--- config.mk ---
export PLATFORM = sky130hd
export DESIGN_NAME = ccu_clock_control
export DESIGN_NICKNAME = d
export VERILOG_FILES = /design/src/logic/ccu_pkg.sv /design/src/logic/ccu_clock_control.sv /design/src/logic/ccu_glitchfree_div.sv
export SDC_FILE = /design/constraint.sdc
export NUM_CORES = 1
export LEC_CHECK = 0
export BUFFER_PORTS_ARGS = -buffer_cell sky130_fd_sc_hd__buf_4
export CORE_MARGIN = 3
export CORE_UTILIZATION = 52
export CTS_CLUSTER_DIAMETER = 120
export DETAILED_ROUTE_END_ITERATION = 8
export HOLD_SLACK_MARGIN = 0.15
export PLACE_DENSITY = 0.86
export SETUP_SLACK_MARGIN = 0.5
export SLEW_MARGIN = 20
export SYNTH_ARGS = -nofsm -noshare
export SYNTH_HDL_FRONTEND = slang
export SYNTH_SLANG_ARGS = --single-unit
--- constraint.sdc ---
create_clock -name clock -period 2.85 [get_ports clock]
set_input_delay 0.57 -clock clock [delete_from_list [all_inputs] [get_ports clock]]
set_output_delay 0.57 -clock clock [all_outputs]
set_load 0.005 [all_outputs]
--- src/logic/ccu_pkg.sv ---
// Package: register map, field positions and reset values of the clock control unit
package ccu_pkg;

  // ==========================================================================
  // Register offsets
  // ==========================================================================
  localparam logic [7:0] CCU_OFS_MODE = 8'h0_0eb;
  localparam logic [7:0] CCU_OFS_CTL = 8'h0_0f0;
  localparam logic [7:0] CCU_OFS_FLAG = 8'h0_0f2;
  localparam logic [7:0] CCU_OFS_PLL = 8'h0_0f6;

  // ==========================================================================
  // Field positions
  // ==========================================================================
  // Mode register: core prescale in [2:0], input halving in bit 5
  localparam int CCU_MODE_PRS_LSB = 0;
  localparam int CCU_MODE_DIV2_BIT = 5;
  // Control register
  localparam int CCU_CTL_LPWFI_BIT = 0;
  localparam int CCU_CTL_HALT_BIT = 3;
  // Flag register
  localparam int CCU_FLAG_PLLSEL_BIT = 0;
  localparam int CCU_FLAG_XTDIV16_BIT = 1;
  localparam int CCU_FLAG_AUXSEL_BIT = 2;
  localparam int CCU_FLAG_AUXST_BIT = 4;
  localparam int CCU_FLAG_WDG_BIT = 5;
  localparam int CCU_FLAG_SOFT_BIT = 6;
  localparam int CCU_FLAG_HARD_BIT = 7;
  localparam int CCU_FLAG_LOCK_BIT = 3;
  // PLL configuration: multiply select [1:0], post divide select [6:4]
  localparam int CCU_PLL_MX_LSB = 0;
  localparam int CCU_PLL_DX_LSB = 4;

  // ==========================================================================
  // Reset values and constants
  // ==========================================================================
  localparam logic [7:0] CCU_MODE_RST = 8'h0_020;
  localparam logic [7:0] CCU_CTL_RST = 8'h0_000;
  localparam logic [7:0] CCU_FLAG_CTL_RST = 8'h0_002;
  localparam logic [7:0] CCU_PLL_RST = 8'h0_070;
  localparam logic [2:0] CCU_DX_OFF = 3'h7;
  localparam logic [3:0] CCU_SLOW_DIV_LAST = 4'hf;
  // PLL lock is modelled as a settle count in reference cycles
  localparam logic [7:0] CCU_LOCK_CYCLES = 8'h0_040;

  // Clock source selection
  typedef enum logic [1:0] {CCU_SRC_REF, CCU_SRC_SLOW, CCU_SRC_PLL, CCU_SRC_AUX} ccu_src_t;

endpackage : ccu_pkg

--- src/logic/ccu_clock_control.sv ---
// Module: clock control unit with mode, control, flag and PLL registers
//
// Notes on behaviour
// - Oscillator input optionally halved to form the PLL reference.
// - PLL multiplies reference by six, eight, ten or fourteen.
// - Multiplied clock divided by one to seven for PLL system source.
// - Undivided PLL clock exported for high-speed peripherals.
// - With PLL off, system clock may be reference divided by sixteen.
// - Auxiliary source during low-power wait gets automatic divide by sixteen.
// - Selected system clock goes to all peripherals and core prescaler.
// - Core clock slowed up to eight times; peripherals keep system clock.
// - Stop and halt freeze the main oscillator and mask the auxiliary clock.
// - Halt entered only by halt instruction, left only by reset.
// - Stop entry and exit come from the wake-up interrupt unit.
// - Hardware, software and watchdog resets each leave a cause flag.
// - Mode register holds input halving and core prescale factor.
// - Control register holds low-power settings and halt interpretation.
// - Flag register mixes status flags and source select bits.
// - PLL register holds multiply and post-divide selections.
// - Post-divide field all ones or low-power wait switches PLL off, otherwise on.
// - Prescale zero leaves core clock as system clock, else divide value+1.
// - Wait without low-power enable stops only the core clock.
//
// All clocks are modelled as enables on the single 20 MHz clock: each *_tick
// output is a one-cycle pulse marking one edge of the derived clock.
`timescale 1ns/1ps
`default_nettype none

module ccu_clock_control
  import ccu_pkg::*;
(
  input wire logic clock,
  input wire logic arst_n,
  input wire logic osc_input_clock,
  input wire logic auxiliary_clock,
  input wire logic aux_present,
  input wire logic reg_wr,
  input wire logic reg_rd,
  input wire logic [7:0] reg_addr,
  input wire logic [7:0] reg_wdata,
  output logic [7:0] reg_rdata,
  input wire logic wait_for_interrupt,
  input wire logic halt_instr,
  input wire logic stop_request,
  input wire logic wake_event,
  input wire logic soft_reset_evt,
  input wire logic wdog_reset_evt,
  input wire logic hard_reset_evt,
  output logic pll_reference_clock,
  output logic pll_fast_tick,
  output logic system_clock,
  output logic core_clock,
  output logic osc_enable,
  output logic halted,
  output logic stopped
);

  // ==========================================================================
  // Register storage
  // ==========================================================================
  logic [7:0] mode_register_r;
  logic [7:0] clock_control_reg_r;
  logic [7:0] flag_ctl_r;
  logic [7:0] pll_config_reg_r;
  logic [2:0] cause_r;
  logic halt_r;
  logic stop_r;
  logic wfi_r;
  logic [7:0] lock_cnt_r;
  logic ref_ph_r;
  logic osc_d_r;
  logic [3:0] mul_ph_r;
  logic osc_rise;
  logic pll_on;
  logic pll_locked;
  logic frozen;
  logic lp_wait;
  logic [2:0] post_div_select;
  logic [2:0] core_prescale_field;
  logic low_power_wait_enable;
  ccu_src_t src_sel;
  logic src_tick;
  logic sys_tick;
  logic core_tick;
  logic [3:0] sys_div_last;
  logic [3:0] mul_last;

  assign post_div_select = pll_config_reg_r[CCU_PLL_DX_LSB +: 3];
  assign core_prescale_field = mode_register_r[CCU_MODE_PRS_LSB +: 3];
  assign low_power_wait_enable = clock_control_reg_r[CCU_CTL_LPWFI_BIT];

  // Maps the multiply select code to the last fast-clock phase (ticks minus one) per reference edge
  function automatic logic [3:0] mul_to_last(input logic [1:0] mx);
    unique case (mx)
      2'b00: mul_to_last = 4'h9;
      2'b01: mul_to_last = 4'h5;
      2'b10: mul_to_last = 4'hd;
      2'b11: mul_to_last = 4'h7;
    endcase
  endfunction

  // ==========================================================================
  // Register writes
  // ==========================================================================
  // Mode register: input halving and core prescale
  always_ff @(posedge clock or negedge arst_n) begin
    if (!arst_n) begin
      mode_register_r <= CCU_MODE_RST;
    end else if (reg_wr && reg_addr == CCU_OFS_MODE) begin
      mode_register_r <= reg_wdata;
    end
  end

  // Control register: low-power wait and halt interpretation
  always_ff @(posedge clock or negedge arst_n) begin
    if (!arst_n) begin
      clock_control_reg_r <= CCU_CTL_RST;
    end else if (reg_wr && reg_addr == CCU_OFS_CTL) begin
      clock_control_reg_r <= reg_wdata;
    end
  end

  // Flag register control bits; auxiliary select needs the clock actually present
  always_ff @(posedge clock or negedge arst_n) begin
    if (!arst_n) begin
      flag_ctl_r <= CCU_FLAG_CTL_RST;
    end else if (reg_wr && reg_addr == CCU_OFS_FLAG) begin
      flag_ctl_r[CCU_FLAG_PLLSEL_BIT] <= reg_wdata[CCU_FLAG_PLLSEL_BIT];
      flag_ctl_r[CCU_FLAG_XTDIV16_BIT] <= reg_wdata[CCU_FLAG_XTDIV16_BIT];
      flag_ctl_r[CCU_FLAG_AUXSEL_BIT] <= reg_wdata[CCU_FLAG_AUXSEL_BIT] && aux_present;
    end else if (!aux_present) begin
      flag_ctl_r[CCU_FLAG_AUXSEL_BIT] <= 1'b0; // Never stay on a dead clock
    end
  end

  // PLL configuration register
  always_ff @(posedge clock or negedge arst_n) begin
    if (!arst_n) begin
      pll_config_reg_r <= CCU_PLL_RST;
    end else if (reg_wr && reg_addr == CCU_OFS_PLL) begin
      pll_config_reg_r <= reg_wdata;
    end
  end

  // ==========================================================================
  // Reset cause flags
  // ==========================================================================
  // Set wins over a software clear in the same cycle; writing one clears
  always_ff @(posedge clock or negedge arst_n) begin
    if (!arst_n) begin
      cause_r <= 3'h0;
    end else begin
      if (reg_wr && reg_addr == CCU_OFS_FLAG) begin
        cause_r <= cause_r & ~reg_wdata[CCU_FLAG_HARD_BIT -: 3];
      end
      if (hard_reset_evt) cause_r[2] <= 1'b1;
      if (soft_reset_evt) cause_r[1] <= 1'b1;
      if (wdog_reset_evt) cause_r[0] <= 1'b1;
    end
  end

  // ==========================================================================
  // Power modes
  // ==========================================================================
  // Halt is left only through reset, so no clear path exists here
  always_ff @(posedge clock or negedge arst_n) begin
    if (!arst_n) begin
      halt_r <= 1'b0;
    end else if (halt_instr && clock_control_reg_r[CCU_CTL_HALT_BIT]) begin
      halt_r <= 1'b1;
    end
  end

  // Stop is driven entirely by the wake-up unit's request and wake lines
  always_ff @(posedge clock or negedge arst_n) begin
    if (!arst_n) begin
      stop_r <= 1'b0;
    end else if (wake_event) begin
      stop_r <= 1'b0;
    end else if (stop_request) begin
      stop_r <= 1'b1;
    end
  end

  // Wait state: held from the instruction until an interrupt wakes the core
  always_ff @(posedge clock or negedge arst_n) begin
    if (!arst_n) begin
      wfi_r <= 1'b0;
    end else if (wake_event) begin
      wfi_r <= 1'b0;
    end else if (wait_for_interrupt) begin
      wfi_r <= 1'b1;
    end
  end

  assign frozen = halt_r || stop_r;
  assign lp_wait = wfi_r && low_power_wait_enable;
  assign osc_enable = !frozen;
  assign halted = halt_r;
  assign stopped = stop_r;

  // ==========================================================================
  // Reference clock and PLL model
  // ==========================================================================
  // Oscillator edge detect; freezing the oscillator stops every derived tick
  always_ff @(posedge clock or negedge arst_n) begin
    if (!arst_n) begin
      osc_d_r <= 1'b1; // Taken as high so a level held through reset is no edge
      ref_ph_r <= 1'b0;
    end else begin
      osc_d_r <= osc_input_clock;
      if (osc_rise) begin
        ref_ph_r <= !ref_ph_r;
      end
    end
  end

  assign osc_rise = osc_input_clock && !osc_d_r && !frozen;
  // Halving takes every other oscillator edge
  assign pll_reference_clock = osc_rise &&
                               (!mode_register_r[CCU_MODE_DIV2_BIT] || ref_ph_r);

  // PLL off in low-power wait or with the post-divider field all ones
  assign pll_on = (post_div_select != CCU_DX_OFF) && !lp_wait;

  // Lock counter restarts whenever the PLL is switched off
  always_ff @(posedge clock or negedge arst_n) begin
    if (!arst_n) begin
      lock_cnt_r <= 8'h0_000;
    end else if (!pll_on) begin
      lock_cnt_r <= 8'h0_000;
    end else if (pll_reference_clock && lock_cnt_r != CCU_LOCK_CYCLES) begin
      lock_cnt_r <= lock_cnt_r + 8'h0_001;
    end
  end

  assign pll_locked = lock_cnt_r == CCU_LOCK_CYCLES;

  // Fast clock: the multiplier is modelled as a phase count per reference edge
  assign mul_last = mul_to_last(pll_config_reg_r[CCU_PLL_MX_LSB +: 2]);
  always_ff @(posedge clock or negedge arst_n) begin
    if (!arst_n) begin
      mul_ph_r <= 4'h0;
    end else if (!pll_on || frozen) begin
      mul_ph_r <= 4'h0;
    end else if (pll_reference_clock) begin
      mul_ph_r <= 4'h0;
    end else if (mul_ph_r <= mul_last) begin
      mul_ph_r <= mul_ph_r + 4'h1;
    end
  end

  // A limitation: output rate is capped by the modelling clock
  assign pll_fast_tick = pll_on && !frozen && (mul_ph_r <= mul_last);

  // ==========================================================================
  // Source selection
  // ==========================================================================
  // Priority: auxiliary, low-power wait or slow select, PLL when locked, reference
  always_comb begin
    if (flag_ctl_r[CCU_FLAG_AUXSEL_BIT]) begin
      src_sel = CCU_SRC_AUX;
    end else if (lp_wait || !flag_ctl_r[CCU_FLAG_XTDIV16_BIT]) begin
      src_sel = CCU_SRC_SLOW;
    end else if (flag_ctl_r[CCU_FLAG_PLLSEL_BIT] && pll_on && pll_locked) begin
      src_sel = CCU_SRC_PLL;
    end else begin
      src_sel = CCU_SRC_REF;
    end
  end

  always_comb begin
    unique case (src_sel)
      CCU_SRC_REF: begin
        src_tick = pll_reference_clock;
        sys_div_last = 4'h0;
      end
      CCU_SRC_SLOW: begin
        src_tick = pll_reference_clock;
        sys_div_last = CCU_SLOW_DIV_LAST; // Sixteen reference ticks per system tick
      end
      CCU_SRC_PLL: begin
        src_tick = pll_fast_tick;
        sys_div_last = {1'b0, post_div_select};
      end
      CCU_SRC_AUX: begin
        src_tick = auxiliary_clock && !frozen;
        sys_div_last = lp_wait ? CCU_SLOW_DIV_LAST : 4'h0;
      end
    endcase
  end

  // Divider compares against the live divisor, so a change can cut or stretch the period in progress
  ccu_glitchfree_div u_sys_div (
    .clock(clock),
    .arst_n(arst_n),
    .div_last(sys_div_last),
    .run(src_tick),
    .tick(sys_tick)
  );

  // One system clock feeds all peripherals and the core prescaler
  assign system_clock = sys_tick;

  // ==========================================================================
  // Core clock prescaler
  // ==========================================================================
  // Zero prescale passes every system tick, so phase is preserved
  ccu_glitchfree_div u_core_div (
    .clock(clock),
    .arst_n(arst_n),
    .div_last({1'b0, core_prescale_field}),
    .run(sys_tick),
    .tick(core_tick)
  );

  // Without low-power enable, wait stops only the core clock; peripherals keep running
  assign core_clock = core_tick && !wfi_r;

  // ==========================================================================
  // Register read
  // ==========================================================================
  always_ff @(posedge clock or negedge arst_n) begin
    if (!arst_n) begin
      reg_rdata <= 8'h0_000;
    end else if (reg_rd) begin
      unique case (reg_addr)
        CCU_OFS_MODE: reg_rdata <= mode_register_r;
        CCU_OFS_CTL: reg_rdata <= clock_control_reg_r;
        CCU_OFS_FLAG: reg_rdata <= {cause_r, aux_present, pll_locked, flag_ctl_r[2:0]};
        CCU_OFS_PLL: reg_rdata <= pll_config_reg_r;
        default: reg_rdata <= 8'h0_000;
      endcase
    end
  end

  // ==========================================================================
  // Checks
  // ==========================================================================
  a_halt_sticky: assert property (@(posedge clock) disable iff (!arst_n)
    halt_r |=> halt_r) else $error("halt left without reset");
  a_frozen_silent: assert property (@(posedge clock) disable iff (!arst_n)
    frozen |-> !system_clock && !core_clock && !osc_enable)
    else $error("clock ran while frozen");
  a_pll_off_code: assert property (@(posedge clock) disable iff (!arst_n)
    (post_div_select == CCU_DX_OFF) |-> !pll_fast_tick)
    else $error("PLL ran with all-ones divider");
  a_core_no_div: assert property (@(posedge clock) disable iff (!arst_n)
    (core_prescale_field == 3'h0 && !wfi_r && $stable(core_prescale_field))
      |-> (core_clock == system_clock)) else $error("core clock not equal to system");
  a_wait_core_stop: assert property (@(posedge clock) disable iff (!arst_n)
    wfi_r |-> !core_clock) else $error("core clock ran in wait");
  a_hard_cause: assert property (@(posedge clock) disable iff (!arst_n)
    hard_reset_evt |=> cause_r[2]) else $error("hardware reset flag lost");
  a_wdog_cause: assert property (@(posedge clock) disable iff (!arst_n)
    wdog_reset_evt |=> cause_r[0]) else $error("watchdog reset flag lost");
  a_stop_wake: assert property (@(posedge clock) disable iff (!arst_n)
    wake_event |=> !stop_r) else $error("stop not left on wake");
  a_aux_lp_div: assert property (@(posedge clock) disable iff (!arst_n)
    (src_sel == CCU_SRC_AUX && lp_wait) |-> sys_div_last == CCU_SLOW_DIV_LAST)
    else $error("aux not divided in low-power wait");
  a_ref_halved: assert property (@(posedge clock) disable iff (!arst_n)
    (pll_reference_clock && mode_register_r[CCU_MODE_DIV2_BIT]) |-> ref_ph_r)
    else $error("reference not halved");

endmodule // ccu_clock_control

`default_nettype wire

--- src/logic/ccu_glitchfree_div.sv ---
// Module: pulse-swallowing clock divider producing a clock enable without glitches
`timescale 1ns/1ps
`default_nettype none

module ccu_glitchfree_div (
  input wire logic clock,
  input wire logic arst_n,
  input wire logic [3:0] div_last,
  input wire logic run,
  output logic tick
);

  logic [3:0] count_r;

  // ==========================================================================
  // Counter
  // ==========================================================================
  // Divisor changes act at once, so a lowered divisor can truncate the period in progress
  always_ff @(posedge clock or negedge arst_n) begin
    if (!arst_n) begin
      count_r <= 4'h0;
    end else if (run) begin
      if (count_r >= div_last) begin
        count_r <= 4'h0;
      end else begin
        count_r <= count_r + 4'h1;
      end
    end
  end

  // Enable pulse on the last count of each period
  assign tick = run && (count_r >= div_last);

endmodule // ccu_glitchfree_div

`default_nettype wire

Yosys cells after proc, flatten, opt, wreduce, memory -nomap -nowiden

Cells that the tools add are included.

Logic and storage cells: 108
Output and inout bits: 15
Register bits: 63

$lt $le $gt $ge: 3
Equal/unequal tests: 15
Reduce and logical (&&, ||, !) cells: 41
$add $sub $neg: 4
Muxes and demuxes: 25
Bitwise operators: 2

Operators with widths:

| operator                                             | number |
|---|---|
| equality test 8 bit (second input constant)          | 4 |
| case mux 4 bit (4 select lines)                      | 2 |
| case mux 8 bit (4 select lines)                      | 1 |
| 2-to-1 mux 4 bit                                     | 6 |
| logical AND 1 bit                                    | 20 |
| 2-to-1 mux 8 bit                                     | 2 |
| adder 4 x 1 -> 4 bit (second input constant)         | 3 |
| nonzero test 2 bit                                   | 5 |
| 2-to-1 mux 1 bit                                     | 9 |
| adder 8 x 1 -> 8 bit (second input constant)         | 1 |
| equality test 2 bit (second input constant)          | 4 |
| equality test 8 x 7 -> 1 bit (second input constant) | 1 |
| zero test 1 bit                                      | 8 |
| != test 8 x 7 -> 1 bit (second input constant)       | 1 |
| 2-to-1 mux 2 bit                                     | 3 |
| equality test 2 x 1 -> 1 bit (second input constant) | 2 |
| >= comparator 4 x 3 -> 1 bit                         | 1 |
| >= comparator 4 bit                                  | 1 |
| less-or-equal comparator 4 bit                       | 1 |
| zero test 2 bit                                      | 2 |
| logical OR 1 bit                                     | 4 |
| != test 2 x 1 -> 1 bit (second input constant)       | 2 |
| AND 3 bit                                            | 1 |
| 2-to-1 mux 3 bit                                     | 1 |
| 5 further kinds                                      | 5 |

Longest topological paths before layout

Gate-level depths: netlist of the first run.

Depth after elaboration: 14
Mapped depth: 14
Depth with buffers taken out: 14

By module

Synthesis of the first run repeated with hierarchy kept, for this count alone.

Cells, all modules: 313
Area, all modules: 3,453.3 µm²

By module, submodules not included:

| module             | times used | area each (µm²) | cells an instance |
|---|---|---|---|
| ccu_clock_control  | 1          | 2,842.7         | 247 |
| ccu_glitchfree_div | 2          | 305.3           | 33 |

Worst setup path before layout of the first run

No wires, ideal clock.

Path type: reg2out
Start point: register lock_cnt_r[0]
End point: output core_clock
Required time: 2.280 ns
Setup slack: -0.181 ns
Cell stages (with the launch flop): 12
Arrival time: 2.461 ns
Buffers on the path: 0
Path through: dfrtp_1 inv_1 ha_1 nor3b_2 nand4_2 nor2_1 a21oi_1 ha_1 a21oi_1 o21ai_0 o311ai_2 nor3b_1

Cells in the longest elaborated chain, start to end: 11
Elaborated cells on any way between the ends: 16
Those cells by class: 1 x order compare; 4 x eq/ne; 5 x mux; 6 x reduce/logical

Ends and longest elaborated chain:

| what                                                                          | RTL line                                           | text |
|---|---|---|
| start: declaration                                                            | ccu_clock_control.sv:69                            | `logic [7:0] lock_cnt_r;` |
| start signal: assignment                                                      | ccu_clock_control.sv:233                           | `lock_cnt_r <= lock_cnt_r + 8'h0_001;` |
| equality test 8 x 7 -> 1 bit (*)                                              | ccu_clock_control.sv:237                           | `assign pll_locked = lock_cnt_r == CCU_LOCK_CYCLES;` |
| logical AND 1 bit (*)                                                         | ccu_clock_control.sv:265                           | `end else if (flag_ctl_r[CCU_FLAG_PLLSEL_BIT] && pll_on && pll_locked) begin` |
| 2-to-1 mux 2 bit (*)                                                          | ccu_clock_control.sv:265                           |  |
| 2-to-1 mux 2 bit (*)                                                          | ccu_clock_control.sv:263                           | `end else if (lp_wait \|\| !flag_ctl_r[CCU_FLAG_XTDIV16_BIT]) begin` |
| 2-to-1 mux 2 bit (*)                                                          | ccu_clock_control.sv:261                           | `if (flag_ctl_r[CCU_FLAG_AUXSEL_BIT]) begin` |
| equality test 2 bit (tied with other cells)                                   | ccu_clock_control.sv:273                           | `unique case (src_sel)` |
| case mux 4 bit (4 select lines) / OR reduction 2 bit (equally long branches)  | -                                                  |  |
| >= comparator 4 bit / case mux 1 bit (3 select lines) (equally long branches) | ccu_glitchfree_div.sv:32, ccu_clock_control.sv:273 |  |
| logical AND 1 bit (*) (2 in series)                                           | ccu_glitchfree_div.sv:32                           | `assign tick = run && (count_r >= div_last);` |
| logical AND 1 bit (*)                                                         | ccu_clock_control.sv:318                           | `assign core_clock = core_tick && !wfi_r;` |
| end: declaration                                                              | ccu_clock_control.sv:52                            | `output logic core_clock,` |

Every way passes the cells marked *; elsewhere a longest branch is shown, timed or not.

Worst setup path in the final report of the first run

Same ends and word-level chain as after synthesis.

==> out/metrics.csv, run 1 <==
metric;value;unit
setup slack, reg-to-reg;-30;ps
clock sink count;63;
ranking of synthesized cells by area;dfrtp_1, mux2_2, ha_1, dfstp_2, nand2_1;
vias in the first global route;2598;
Ports;45;
critical path class;reg -> out;
RSZ-0062 raised after global routing;true;
Final HPWL DP;5330;um
global route total overflow;0;
largest net degree at the start of global routing;64;
total global-route track usage;22.6;%
first-pass GRT wire length;12600;um
post-layout util;71.5;%
reg2reg start;lock_cnt_r[0]$_DFFE_PN0P_;
Final Max Slew Viols;0;
WL/cell;18.4;um
global placement routability congestion;0.812;
Total Wirelength;7960;um
outcome;finished, violations left;
cell area after synthesis;3210;sq um
min-delay worst type;in -> async;
Synth Flop Type;dfrtp_1;
Area Growth Syn to Fin;27.9;%
Cells after Synth;289;
Pwr Density;632;nW/um^2
Max Freq;0.315;GHz
Worst setup EP type;primary output;
initial antenna violation count;0;
die area;7150;sq um
Synth Net Count;334;
number of port buffers;44;
CTS Buffer Depth;2;
vias;2588;
Root Buffer;clkbuf_8;
CTS H-tree depth;3;
worst endpoint data arrival time;2600;ps
EDFF count, synth;0;
crit start category;flop;
Syn. warnings;0;
Worst Hold Slack;298;ps
via/cell ratio;5.98;
Final TNS setup;-625;ps
fraction of layout cells with a size suffix above 1;39.3;%
final period utilization;111;%
relative slew slack;48.1;%
Seq cells post-synth;63;
Inserted Clock Buffers;9;
number of diodes;0;
Synth top area share;44.4;%
R2R cell count;15;
post-synthesis sequential area ratio;49.3;%
final setup margin;-324;ps
CTS tree;built;
Layout Nets;402;
Initial Utilization;55.9;%
Clk Latency, worst-skew pair;340;ps
Hold Vio Cnt, Final;0;
fin area;4110;sq um
post-layout power;2600;uW
Die Y;84.6;um
Tmin final;3170;ps
FP Rows;27;
Filler cells;400;
post-synth cell types;53;
peak supply drop;460;uV
DRT Pass-1 Iters;4;
DRC Markers;0;
Final Skew;6.94;ps
clock-pin transition on the worst setup and hold timing paths;70;ps
maxcap violations;0;
cell with the most instances after synthesis;dfrtp_1;
Final ANT Viol Nets;0;
1st-iter DRT viols;137;
mean area per synthesized cell;11.1;sq um
Required @ worst endpoint;2280;ps
core area;5740;sq um
reg2reg end;u_sys_div.count_r[3]$_DFFE_PN0N_;
DP Area;3710;sq um
Die Wd;84.6;um
violated checks;negative setup slack;
LEAKAGE;0.00191;uW
Finish-stage setup viols;3;
crit-path max FO;4;
cell accounting for the most synthesized area;dfrtp_1;
Synth top cells by count;dfrtp_1, nand2_1, mux2_2;
share of flip-flops with an asynchronous set or reset;100;%
Worst-Margin Slew;779;ps
-- worst max-delay path, stage by stage, from the launching register on --
cell	delay (ps)
dfrtp_1	390
inv_1	70
ha_1	150
nor3b_4	210
nand4_2	170
nor2_4	150
a21oi_1	90
ha_1	310
nand2_1	90
o21ai_4	170
o311ai_4	140
nor3b_2	200
buf_4	130
-- power by group --
group,internal [uW],leakage [uW],switching (uW)
combinational,302,0.00100,301
clock,509,0.000109,341
sequential,1010,0.000801,137
total,1820,0.00191,779
-- per-layer routing --
metal	wire length [um]	global-route usage, %
met4	168	9.35
met2	4030	37.1
met1	3160	27.5
met3	608	6.97
met5	0	0
-- area by class of cell --
| cell class | instances | area [sq um] | area share [%] |
|---|---|---|---|
| tap | 72 | 90.1 | 2.19 |
| multi-input combinational | 202 | 1670 | 40.7 |
| clock buffer | 11 | 141 | 3.44 |
| inverter | 19 | 71.3 | 1.74 |
| sequential | 63 | 1590 | 38.6 |
| clock inverter | 4 | 70.1 | 1.71 |
| timing repair buffer | 62 | 477 | 11.6 |
-- sequential cells by signal, indices dropped and copies added, names as in the netlist, 3 cells and up --
name and cells:
cause_r 3, clock_control_reg_r 8, flag_ctl_r 3, lock_cnt_r 8
mode_register_r 8, mul_ph_r 4, pll_config_reg_r 8, reg_rdata 8
u_core_div.count_r 4, u_sys_div.count_r 4
-- how the worst max path moves through the flow --
stage,start,to,slack (ps),depth (start not counted)
global route,lock_cnt_r[0]$_DFFE_PN0P_,core_clock,-500,12
global placement,lock_cnt_r[0]$_DFFE_PN0P_,core_clock,150,12
CTS,lock_cnt_r[0]$_DFFE_PN0P_,core_clock,-300,12
finish,lock_cnt_r[0]$_DFFE_PN0P_,core_clock,-320,12
detailed placement,lock_cnt_r[0]$_DFFE_PN0P_,system_clock,40,14
floorplan,lock_cnt_r[0]$_DFFE_PN0P_,core_clock,220,11
-- logic make-up after synthesis --
kind of cell    count (synthesis)  synth area share [%]
compound gates                 59                  13.6
mux                            26                  9.04
xor+xnor                        9                  2.46
fa+ha+maj                      15                  5.85
simple gates                   93                  16.8
flops                          63                  49.3
buf+inv                        24                  2.88
-- stage by stage --
| step | instances | worst slack (ps) |
|---|---|---|
| floorplan | 289 | 217 |
| global placement | 408 | 150 |
| detailed placement | 408 | 40.6 |
| CTS | 430 | -300 |
| global route | 433 | -496 |
| finish | 433 | -324 |
-- cell usage in the layout, fill, tap and decap left out, types with 4 or more instances in the layout --
cell type,Yosys,routed
inv_1,19,19
mux2_2,24,24
dfrtp_1,57,55
o21ai_0,9,6
buf_4,0,59
nand2_1,25,25
nand2b_1,5,4
xor2_1,6,6
dfstp_2,6,6
a21oi_1,7,4
a22o_1,8,8
nor2_1,22,19
o22ai_1,8,8
ha_1,15,13
clkbuf_8,0,10
o31ai_2,1,4
nand3_1,12,12
a21o_1,5,5
a221oi_1,8,8
-- timing repair --
item	4_1_cts	5_1_grt
buffers inserted	7	3
endpoints found under the hold margin	0	0
endpoints found under the setup margin	9	11
hold buffers	0	0
resized for setup	11	14
pin swaps	3	7
Power figures use the tool's default switching activity.
==> run 2, diff against run 1 <==
Settings changed: CORE_UTILIZATION 52 to 54, CTS_BUF_LIST set to sky130_fd_sc_hd__clkbuf_8, PLACE_DENSITY 0.86 to 0.79, RECOVER_POWER set to 50.
==> out/metrics.csv, run 2 (synthesized netlist as in run 1, its figures left out) <==
metric;value;unit
cell-by-cell listing of the critical path;inv_1 -> ha_1 -> nor3b_4 -> nand4_2 -> nor2_2 -> a21oi_1 -> ha_1 -> nand2_1 -> o21ai_4 -> o311ai_4 -> nor3b_2 -> buf_4;
violated checks;max-capacitance violations, max-slew violations, negative setup slack;
pre-CTS WS;50.1;ps
Worst setup EP type;primary output;
1st-iter DRT viols;126;
peak supply drop;452;uV
number of diodes;0;
Required @ worst endpoint;2280;ps
core area;5640;sq um
Initial Utilization;56.9;%
vias in the first global route;2633;
fin cells;436;
min-delay worst type;in -> reg;
number of port buffers;44;
global route total overflow;0;
vias;2507;
CTS tree;built;
final period utilization;108;%
clock sink count;63;
Hold Vio Cnt, Final;0;
Max Freq;0.324;GHz
critical path class;reg -> out;
maxcap violations;1;
slowest stage cell, crit path;dfrtp_1;
critical path depth;12;
most common cell after layout, fill and taps aside;buf_4;
Net Switching;794;uW
fraction of layout cells with a size suffix above 1;39.0;%
dpl cells;408;
DRC Markers;0;
Clock power frac;34.2;%
crit-path max FO;3;
relative slew slack;-2.40;%
largest net degree at the start of global routing;64;
most used cell, CP;ha_1;
DP Area;3710;sq um
Area Growth Syn to Fin;27.7;%
Clk Latency, worst-skew pair;350;ps
R2R cell count;15;
FP Rows;27;
LEAKAGE;0.00192;uW
Final ANT Viol Nets;0;
Finish-stage setup viols;2;
CTS H-tree depth;3;
global placement routability congestion;0.808;
Ports;45;
Root Buffer;clkbuf_8;
worst endpoint data arrival time;2520;ps
CTS Buffer Depth;2;
Pwr Density;640;nW/um^2
initial antenna violation count;0;
die area;6910;sq um
first-pass GRT wire length;12800;um
fin area;4100;sq um
WL/cell;17.3;um
internal power;1830;uW
Final Max Slew Viols;64;
Layout Nets;404;
Final Skew;7.08;ps
Net Sw Frac;30.2;%
via/cell ratio;5.75;
Top Family by Delay on Critical Path;simple AND/OR/NAND/NOR gates;
outcome;finished, violations left;
clock-pin transition on the worst setup and hold timing paths;70;ps
Die Y;83.1;um
Worst-Margin Slew;1540;ps
RSZ-0062 raised after global routing;true;
Min-Delay Path Depth;1;
Total Wirelength;7550;um
Tmin final;3090;ps
combinational share of power;22.6;%
worst path bufs/invs;2;
crit start category;flop;
final setup margin;-238;ps
Slowest Stage Delay on Critical Path;390;ps
Flop pwr share;43.2;%
most frequent cells in the layout;buf_4, dfrtp_1, nand2_1, mux2_2;
Final HPWL DP;5320;um
DRT Pass-1 Iters;4;
Die Wd;83.1;um
Inserted Clock Buffers;9;
total global-route track usage;23.4;%
run 2: area by class of cell:
class,count,area [sq um]
well taps,72,90.1
repair buffers,64,485
clock inverters,6,92.6
clock buffers,10,138
inverters,19,71.3
multi-input cells,202,1640
flip-flops and latches,63,1590
fillers,386,1540
run 2: power groups by stage:
stage / clock network, uW / registers, uW / logic [uW]
4_1_cts: 916 / 1130 / 542
2_1_floorplan: 0 / 1120 / 326
5_1_grt: 955 / 1150 / 668
6_report: 897 / 1130 / 593
3_3_place_gp: 0 / 1140 / 461
3_5_place_dp: 0 / 1150 / 487
run 2: stage by stage:
stage | utilization, % | power [uW] | TNS [ps] | hold slack, ps
global route | 72.7 | 2770 | -817 | 316
detailed placement | 65.8 | 1640 | 0 | 474
global placement | 65.8 | 1600 | 0 | 465
CTS | 71.8 | 2590 | -506 | 323
finish | 72.7 | 2620 | -406 | 337
floorplan | - | 1440 | 0 | 274
run 2: worst register-to-register path: cells and delay by family (launching register included):
family	cells	cell delay [ps]
adder cells (fa/ha/maj)	2	370
AO/OA/AOI/OAI	3	310
flip-flops	1	390
AND/OR/NAND/NOR	7	1270
buffers and inverters	3	340
run 2: path summary, 6_finish.rpt:
path	slack, ps	end	start
setup / recovery	-240	core_clock	lock_cnt_r[1]$_DFFE_PN0P_
min in group asynchronous	590	halted$_DFFE_PN0P_	arst_n
setup reg to reg	90	u_sys_div.count_r[3]$_DFFE_PN0N_	lock_cnt_r[1]$_DFFE_PN0P_
hold reg to reg	490	cause_r[0]$_DFFE_PN0P_	cause_r[0]$_DFFE_PN0P_
max in group asynchronous	1230	pll_config_reg_r[0]$_DFFE_PN0P_	arst_n
hold / removal	340	osc_d_r$_DFF_PN1_	osc_input_clock
run 2: metal layers:
metal | vias up | GRT usage [%] | wire (um)
li1 | 1188 | - | -
met1 | 1233 | 29.8 | 3260
met2 | 70 | 37.8 | 3700
met3 | 16 | 5.16 | 399
met4 | 0 | 11.3 | 185
met5 | - | 0 | 0
run 2: timing repair:
action / in CTS / in global routing
gates cloned: 0 / 0
hold buffers: 0 / 0
resized for setup: 9 / 13
setup buffers: 9 / 3
pin swaps: 9 / 7
endpoints found under the setup margin: 8 / 11
